## src/hw/logic_block_pkg.sv

```systemverilog
// Package for the logic block: sizes, select encodings and reset values.
// Assumes a single synthesis clock domain; configuration arrives as static ports.
package logic_block_pkg;
	localparam int NUM_SLICES   = 16;
	localparam int NUM_LOCAL    = 32;
	localparam int LOCAL_SEL_W  = 5;
	localparam int NUM_GLOBAL   = 8;
	localparam int LUT_INPUTS   = 4;
	localparam int LUT_ENTRIES  = 16;
	localparam int CTRL_SEL_W   = 2;
	localparam int GLOBAL_SEL_W = 3;
	localparam int PIN_SEL_W    = 3;
	localparam int NUM_PINS     = 8;

	// Control source encodings for clock enable and clear
	localparam logic [1:0] SRC_GLOBAL   = 2'h0;
	localparam logic [1:0] SRC_PIN      = 2'h1;
	localparam logic [1:0] SRC_INTERNAL = 2'h2;
	localparam logic [1:0] SRC_CONST    = 2'h3;

	localparam logic       REG_RESET    = 1'h0;
	localparam logic       DATA_FROM_LUT   = 1'h0;
	localparam logic       DATA_FROM_CHAIN = 1'h1;
endpackage

```

## src/hw/logic_slice.sv

```systemverilog
// One slice: four-input table, carry, and a register with enable and clear.
// Assumes the parent supplies synchronised enable/clear levels and a fixed config.
`timescale 1ns/1ps
module logic_slice
	import logic_block_pkg::*;
(
	// Clock and reset
	input  wire logic                   clk,
	input  wire logic                   nrst,
	// Table inputs and configuration
	input  wire logic [LUT_INPUTS-1:0]  lut_in,
	input  wire logic [LUT_ENTRIES-1:0] truth_table,
	input  wire logic                   fb_sel,
	input  wire logic                   data_sel,
	// Register controls
	input  wire logic                   reg_en,
	input  wire logic                   reg_clr,
	input  wire logic                   chain_in,
	// Carry
	input  wire logic                   carry_in,
	output logic                        carry_out,
	// Outputs
	output logic                        lut_out,
	output logic                        reg_out
);
	logic [LUT_INPUTS-1:0] idx;
	logic                  reg_q;
	logic                  reg_d;

	always_comb begin
		idx = lut_in;
		if (fb_sel) begin
			idx[0] = reg_q;
		end
	end

	assign lut_out   = truth_table[idx];
	// Operands are table inputs 0 and 1
	assign carry_out = (lut_in[0] & lut_in[1]) | (carry_in & (lut_in[0] ^ lut_in[1]));

	always_comb begin
		reg_d = reg_q;
		if (reg_clr) begin
			reg_d = REG_RESET;
		end else if (reg_en) begin
			reg_d = (data_sel == DATA_FROM_CHAIN) ? chain_in : lut_out;
		end
	end

	always_ff @(posedge clk or negedge nrst) begin
		if (!nrst) begin
			reg_q <= REG_RESET;
		end else begin
			reg_q <= reg_d;
		end
	end

	assign reg_out = reg_q;

	clear_wins_a: assert property (@(posedge clk) disable iff (!nrst)
		reg_clr |=> (reg_q == REG_RESET)) else $error("Clear did not zero register");
	hold_no_en_a: assert property (@(posedge clk) disable iff (!nrst)
		(!reg_en && !reg_clr) |=> $stable(reg_q)) else $error("Register moved without enable");
	load_table_a: assert property (@(posedge clk) disable iff (!nrst)
		(reg_en && !reg_clr && data_sel == DATA_FROM_LUT) |=> (reg_q == $past(lut_out)))
		else $error("Register did not load table result");
endmodule // logic_slice

```

## src/hw/logic_block.sv

```systemverilog
// Logic block of sixteen slices with local input selection and chain links.
// Assumes pins and fabric signals are asynchronous to clk; config is static.
// Clock source selection is not modelled; every slice runs on the one fabric clock.
`timescale 1ns/1ps
// Functional notes
// - Block holds sixteen identical slices sharing chain links.
// - Each slice input picks from at most thirty-two local signals.
// - Register chain feeds one slice's register into the next slice's register.
// - Table gives any function of four inputs from sixteen entries.
// - Register has data, clock, enable, clear; updates only when enabled or cleared.
// - Clock and clear come from global line, pin or internal logic; here all slices share clk, and global lines drive only clear.
// - Enable comes from pin or internal logic, never global line.
// - Combinational result bypasses the register to the output.
// - Table result and register output are separate simultaneous outputs.
// - Register output can feed back into the table inputs.
// - Dedicated carry in and out links between neighbouring slices.
// - Eight global lines reach every slice, usable only as the clear source.
module logic_block
	import logic_block_pkg::*;
#(
	parameter int SLICES = NUM_SLICES,
	parameter int GLOBALS = NUM_GLOBAL
) (
	// Clock and reset
	input  wire logic                                 clk,
	input  wire logic                                 nrst,
	// Asynchronous sources
	input  wire logic [GLOBALS-1:0]                   global_lines,
	input  wire logic [NUM_PINS-1:0]                  gp_pins,
	input  wire logic [NUM_LOCAL-1:0]                 local_in,
	// Per-slice configuration
	input  wire logic [SLICES*LUT_INPUTS*LOCAL_SEL_W-1:0] in_sel,
	input  wire logic [SLICES*LUT_ENTRIES-1:0]        truth_tables,
	input  wire logic [SLICES-1:0]                    fb_sel,
	input  wire logic [SLICES-1:0]                    data_sel,
	input  wire logic [SLICES*CTRL_SEL_W-1:0]         en_src,
	input  wire logic [SLICES*CTRL_SEL_W-1:0]         clr_src,
	input  wire logic [SLICES*GLOBAL_SEL_W-1:0]       glob_idx,
	input  wire logic [SLICES*PIN_SEL_W-1:0]          pin_idx,
	input  wire logic [SLICES-1:0]                    int_en,
	input  wire logic [SLICES-1:0]                    int_clr,
	// Chain boundary
	input  wire logic                                 carry_in,
	input  wire logic                                 chain_in,
	output logic                                      carry_out,
	output logic                                      chain_out,
	// Slice outputs
	output logic [SLICES-1:0]                         lut_out,
	output logic [SLICES-1:0]                         reg_out
);
	// Two-stage synchronisers; first stage read only by the second
	logic [GLOBALS-1:0]   glb_s1_q;
	logic [GLOBALS-1:0]   glb_s2_q;
	logic [GLOBALS-1:0]   glb_s1_d;
	logic [GLOBALS-1:0]   glb_s2_d;
	logic [NUM_PINS-1:0]  pin_s1_q;
	logic [NUM_PINS-1:0]  pin_s2_q;
	logic [NUM_PINS-1:0]  pin_s1_d;
	logic [NUM_PINS-1:0]  pin_s2_d;
	logic [NUM_LOCAL-1:0] loc_s1_q;
	logic [NUM_LOCAL-1:0] loc_s2_q;
	logic [NUM_LOCAL-1:0] loc_s1_d;
	logic [NUM_LOCAL-1:0] loc_s2_d;
	logic                 cin_s1_q;
	logic                 cin_s2_q;
	logic                 cin_s1_d;
	logic                 cin_s2_d;
	logic                 chn_s1_q;
	logic                 chn_s2_q;
	logic                 chn_s1_d;
	logic                 chn_s2_d;

	always_comb begin
		glb_s1_d = global_lines;
		glb_s2_d = glb_s1_q;
		pin_s1_d = gp_pins;
		pin_s2_d = pin_s1_q;
		loc_s1_d = local_in;
		loc_s2_d = loc_s1_q;
		cin_s1_d = carry_in;
		cin_s2_d = cin_s1_q;
		chn_s1_d = chain_in;
		chn_s2_d = chn_s1_q;
	end

	always_ff @(posedge clk or negedge nrst) begin
		if (!nrst) begin
			glb_s1_q <= '0;
			glb_s2_q <= '0;
			pin_s1_q <= '0;
			pin_s2_q <= '0;
			loc_s1_q <= '0;
			loc_s2_q <= '0;
			cin_s1_q <= 1'h0;
			cin_s2_q <= 1'h0;
			chn_s1_q <= 1'h0;
			chn_s2_q <= 1'h0;
		end else begin
			glb_s1_q <= glb_s1_d;
			glb_s2_q <= glb_s2_d;
			pin_s1_q <= pin_s1_d;
			pin_s2_q <= pin_s2_d;
			loc_s1_q <= loc_s1_d;
			loc_s2_q <= loc_s2_d;
			cin_s1_q <= cin_s1_d;
			cin_s2_q <= cin_s2_d;
			chn_s1_q <= chn_s1_d;
			chn_s2_q <= chn_s2_d;
		end
	end

	logic [SLICES:0]   carry_link;
	logic [SLICES:0]   chain_link;
	logic [SLICES-1:0] lut_w;
	logic [SLICES-1:0] reg_w;
	logic [SLICES-1:0] en_w;
	logic [SLICES-1:0] clr_w;

	assign carry_link[0] = cin_s2_q;
	assign chain_link[0] = chn_s2_q;

	genvar g;
	generate
		for (g = 0; g < SLICES; g++) begin : g_slice
			logic [LUT_INPUTS-1:0] sel_in;
			logic [CTRL_SEL_W-1:0] es;
			logic [CTRL_SEL_W-1:0] cs;
			logic [GLOBAL_SEL_W-1:0] gi;
			logic [PIN_SEL_W-1:0]  pi;

			always_comb begin
				for (int k = 0; k < LUT_INPUTS; k++) begin
					sel_in[k] = loc_s2_q[in_sel[(g*LUT_INPUTS+k)*LOCAL_SEL_W +: LOCAL_SEL_W]];
				end
			end

			assign es = en_src[g*CTRL_SEL_W +: CTRL_SEL_W];
			assign cs = clr_src[g*CTRL_SEL_W +: CTRL_SEL_W];
			assign gi = glob_idx[g*GLOBAL_SEL_W +: GLOBAL_SEL_W];
			assign pi = pin_idx[g*PIN_SEL_W +: PIN_SEL_W];

			always_comb begin
				case (es)
					SRC_PIN:      en_w[g] = pin_s2_q[pi];
					SRC_INTERNAL: en_w[g] = int_en[g];
					SRC_CONST:    en_w[g] = 1'h1;
					default:      en_w[g] = 1'h0; // Global line refused as enable
				endcase
				case (cs)
					SRC_GLOBAL:   clr_w[g] = glb_s2_q[gi];
					SRC_PIN:      clr_w[g] = pin_s2_q[pi];
					SRC_INTERNAL: clr_w[g] = int_clr[g];
					default:      clr_w[g] = 1'h0;
				endcase
			end

			logic_slice u_slice (
				.clk         (clk),
				.nrst        (nrst),
				.lut_in      (sel_in),
				.truth_table (truth_tables[g*LUT_ENTRIES +: LUT_ENTRIES]),
				.fb_sel      (fb_sel[g]),
				.data_sel    (data_sel[g]),
				.reg_en      (en_w[g]),
				.reg_clr     (clr_w[g]),
				.chain_in    (chain_link[g]),
				.carry_in    (carry_link[g]),
				.carry_out   (carry_link[g+1]),
				.lut_out     (lut_w[g]),
				.reg_out     (reg_w[g])
			);
			assign chain_link[g+1] = reg_w[g];
		end
	endgenerate

	// Outputs are registered, so table results appear one cycle late
	logic [SLICES-1:0] lut_q;
	logic [SLICES-1:0] reg_q;
	logic [SLICES-1:0] lut_d;
	logic [SLICES-1:0] reg_d;
	logic              cout_q;
	logic              cout_d;
	logic              chout_q;
	logic              chout_d;

	always_comb begin
		lut_d   = lut_w;
		reg_d   = reg_w;
		cout_d  = carry_link[SLICES];
		chout_d = chain_link[SLICES];
	end

	always_ff @(posedge clk or negedge nrst) begin
		if (!nrst) begin
			lut_q   <= '0;
			reg_q   <= '0;
			cout_q  <= 1'h0;
			chout_q <= 1'h0;
		end else begin
			lut_q   <= lut_d;
			reg_q   <= reg_d;
			cout_q  <= cout_d;
			chout_q <= chout_d;
		end
	end

	assign lut_out   = lut_q;
	assign reg_out   = reg_q;
	assign carry_out = cout_q;
	assign chain_out = chout_q;

	chain_shift_a: assert property (@(posedge clk) disable iff (!nrst)
		(en_w[1] && !clr_w[1] && data_sel[1] == DATA_FROM_CHAIN) |=> (g_slice[1].u_slice.reg_q == $past(reg_w[0])))
		else $error("Chain did not pass neighbour value");
	global_en_a: assert property (@(posedge clk) disable iff (!nrst)
		(en_src[CTRL_SEL_W-1:0] == SRC_GLOBAL) |-> !en_w[0]) else $error("Global line used as enable");
	carry_maj_a: assert property (@(posedge clk) disable iff (!nrst)
		carry_link[1] == ((g_slice[0].sel_in[0] + g_slice[0].sel_in[1] + 2'(carry_link[0])) >= 2'h2))
		else $error("Carry not majority");
	// The first edge after reset loads fresh slice values, so it is skipped
	out_copy_a: assert property (@(posedge clk) disable iff (!nrst)
		$past(nrst) |-> (lut_out == $past(lut_w) && reg_out == $past(reg_w)))
		else $error("Outputs do not follow slices");
endmodule // logic_block

```

## config.mk

```make
export PLATFORM = sky130hd
export DESIGN_NAME = logic_block
export DESIGN_NICKNAME = d
export VERILOG_FILES = /design/src/hw/logic_block_pkg.sv /design/src/hw/logic_slice.sv /design/src/hw/logic_block.sv
export SDC_FILE = /design/constraint.sdc
export NUM_CORES = 1
export LEC_CHECK = 0
export BUFFER_PORTS_ARGS = -buffer_cell sky130_fd_sc_hd__buf_2
export CAP_MARGIN = 10
export CORE_AREA = 5 5 340 342
export DETAILED_ROUTE_END_ITERATION = 6
export DIE_AREA = 0 0 345 347
export PLACE_DENSITY_LB_ADDON = 0.3
export SETUP_SLACK_MARGIN = 0.02
export SYNTH_ARGS = -nofsm -noshare
export SYNTH_HDL_FRONTEND = slang
export SYNTH_SLANG_ARGS = --single-unit
```

## constraint.sdc

```tcl
create_clock -name clk -period 11.3 [get_ports clk]
set_clock_uncertainty 0.2 [all_clocks]
set_input_delay 2.26 -clock clk [delete_from_list [all_inputs] [get_ports clk]]
set_output_delay 2.26 -clock clk [all_outputs]
set_load 0.01 [all_outputs]
```

==> run summary <==
Status - finished, final reports clean
Initial Util - 23.3%
Post-DRT Antenna Nets - 0
Element type at the critical path end - flop
Setup CP Type - input port to flop
Average size of a mapped cell - 14.3 um^2
Hold-fix buffers, CTS - 0
Yosys cell types - 55
Post-placement setup slack - 4760 ps
CTS tree - done
Clock buffer depth - 2
P_leak - 12.7 nW
Die width - 345 um
Post-synth top area share - 57.1%
DR vias - 24600
Yosys warns - 0
Std-Cell Rows - 123
Die Area - 0.120 mm^2
Fin crit period - 5910 ps
Cell taking the most area after synthesis - mux4_2
GP Congestion - 0.942
Ys async rst share - 100%
Synth top area cells - mux4_2, dfrtp_1, mux4_1, mux2i_1, clkbuf_1
Xor and xnor area share after synthesis - 0%
Post-Syn Instances - 1828
Synthesized Nets - 2696
Final Cycle Share - 52.3%
Share of cells above drive strength 1 - 69.8%
Mean routed wirelength per cell - 39.2 um
Achievable Freq - 169 MHz
Switching pwr - 0.00116 W
Post-CTS Setup Bufs - 0
Number of flops mapped to enable cells by yosys - 0
Post-synthesis mux area share - 70.1%
Largest stage delay, worst path - 680 ps
Clock power share - 22.0%
Worst Hold Class - flop to flop
Die Y - 347 um
Initial antenna violation count - 95
Multi-input gate area - 0.0209 mm^2
Switching share of total power - 40.4%
Hpwl dp - 117000 um
Comb pwr share - 51.7%
CP most frequent cell - a21o_1
Initial drt markers - 3619
Max-cap violations - 0
CTS clk-pin slew, worst paths - 80 ps
Worst path top cell family by delay - compound AO/OA/AOI/OAI gates
Most frequent cells after synthesis - mux4_2, clkbuf_1, dfrtp_1
Worst Path Buf+Inv - 1
P_int - 0.00171 W
First-pass GRT wire length - 212000 um
Flops & latches, synth - 149
Slew Limit Fails - 0
Remaining routing DRC violations - 0
Reg power frac - 26.3%
Most frequent cell after synthesis - mux4_2
IO Pins - 886
R2R setup slack - 6130 ps
CP Max Fanout - 8
Overall routing resource usage - 25.0%
CTS Sinks - 149
Worst-margin pin slew - 1230 ps
Max VDD drop - 0.107 mV
Vias in the first global route - 24400
CP max stage cell - nand4_1
Sequential area share after synthesis - 14.3%
CORE AREA - 0.112 mm^2
Final setup violation count - 0
Final Hold Viols - 0
# fillers - 11600
Largest net degree at the start of global routing - 85
Area growth, synth to finish - 23.6%
Synth Area in Compound Gates - 4.83%
Critical Path Start Type - input port
# port buffers - 885
Post-Syn Area - 0.0261 mm^2
Clock latency at the later pin of the worst-skew pair - 500 ps
Top_reg_cell synth - dfrtp_1
Setup TNS - 0 ps
CTS Buf Count - 17
Vias per cell - 6.16
Final Routed Wirelength - 156000 um
Power density over cell area - 89.3 mW/mm^2
Post-synthesis simple-gate area fraction - 4.29%
Arr. time, crit path - 6100 ps
Storage cell area - 0.00385 mm^2
Sequence of cells on the critical path - buf_2, mux4_2, a22oi_1, nand4_1, ha_1, a21o_1, a21o_1, a21o_1, a21o_1, a21o_1, a21oi_1, o211ai_1, a2111oi_0, o21bai_1
Initial DRT Pass Iterations - 5
RSZ-0062 raised after global routing - false
CTS resizes - 0
Main combinational cell family by area after synthesis - multiplexers
H-tree levels - 4
GRT overflow - 0
Root buf cell - clkbuf_16
Final worst slack - 5390 ps
CP Data Required Time - 11480 ps
Slew headroom - 16.9%
Nets@finish - 3303
Adder-Cell Fraction of Synth Area - 0.767%
[per-layer routing]
layer	part of all wire [%]	global-route usage [%]
met5	0.29	0
met1	37	32.6
met4	3.0	6.79
met2	47	39.7
met3	13	8.92
[metrics by stage]
step | instances | total power, W | area (um^2) | hold slack (ps) | util, %
2_1_floorplan | 1828 | 0.00156 | 26100 | 131 | -
3_3_place_gp | 3915 | 0.00226 | 31500 | 132 | 28.1
3_5_place_dp | 3915 | 0.00227 | 31500 | 135 | 28.1
4_1_cts | 3947 | 0.00292 | 32100 | 140 | 28.7
5_1_grt | 3963 | 0.00302 | 32200 | 148 | 28.7
6_report | 3986 | 0.00288 | 32200 | 142 | 28.8
[worst paths after layout]
kind | startpoint | to | depth (start not counted)
worst min-delay path | pin_s1_q[4] | pin_s2_q[4] | 0
min in group asynchronous | nrst | reg_out[0] | 1
max in group asynchronous | nrst | reg_out[7] | 2
worst min register to register | pin_s1_q[4] | pin_s2_q[4] | 0
worst max-delay path | in_sel[1] | carry_out | 14
worst max register to register | loc_s2_q[30] | carry_out | 14
[cell families (layout without fill, tap and decap cells)]
group | count (synthesis) | in the layout
AND/OR/NAND/NOR | 202 | 202
other | 0 | 38
AO/OA/AOI/OAI | 188 | 188
multiplexers | 900 | 900
adder cells (fa/ha/maj) | 16 | 16
flip-flops | 149 | 149
buffers and inverters | 373 | 993
[power groups by stage]
stage                     Sequential, W  Combinational, W  Clock (W)
after global placement         0.000769           0.00149          0
after CTS                      0.000757           0.00150   0.000661
final                          0.000757           0.00149   0.000634
after floorplan                0.000658          0.000902          0
after detailed placement       0.000767           0.00150          0
after global routing           0.000762           0.00158   0.000676
[area by class of cell]
class | instances | share of cell area, %
multi-input cells | 1306 | 64.8
repair buffers | 933 | 14.9
flip-flops and latches | 149 | 11.9
well taps | 1500 | 5.82
clock buffers | 20 | 1.42
clock inverters | 12 | 0.512
inverters | 28 | 0.326
diodes | 38 | 0.295
[registers in the layout, summed over array words and instances, names as in the netlist]
signal                   count
loc_s1_q                    32
loc_s2_q                    32
g_slice.u_slice.reg_out     16
lut_out                     16
reg_out                     15
glb_s1_q                     8
glb_s2_q                     8
pin_s1_q                     8
pin_s2_q                     8
carry_out                    1
chain_out                    1
chn_s1_q                     1
chn_s2_q                     1
cin_s1_q                     1
cin_s2_q                     1
[placed cells by master, fill, tap and decap left out, types with 4 or more instances in the layout]
cell type and n:
buf_2 884, mux4_2 661, mux2i_1 134, dfrtp_1 117
mux4_1 57, buf_4 48, nand2_1 44, o21ai_0 44
mux2_2 39, diode_2 38, a21oi_1 36, a22oi_1 34
nand2b_1 33, nor2_1 32, dfrtp_4 32, inv_1 28
nand3_1 19, nor3b_1 18, clkbuf_16 17, ha_1 16
and3b_1 13, nor2b_1 12, o211ai_1 11, a31oi_1 10
o2111ai_1 8, nor3_1 7, nand3b_1 7, o221ai_1 7
a41oi_1 6, a21o_1 5, mux2i_2 4, mux2_4 4
nor4_1 4, o41a_1 4, o31a_1 4, inv_6 4
(Power assumes the default switching activity.)
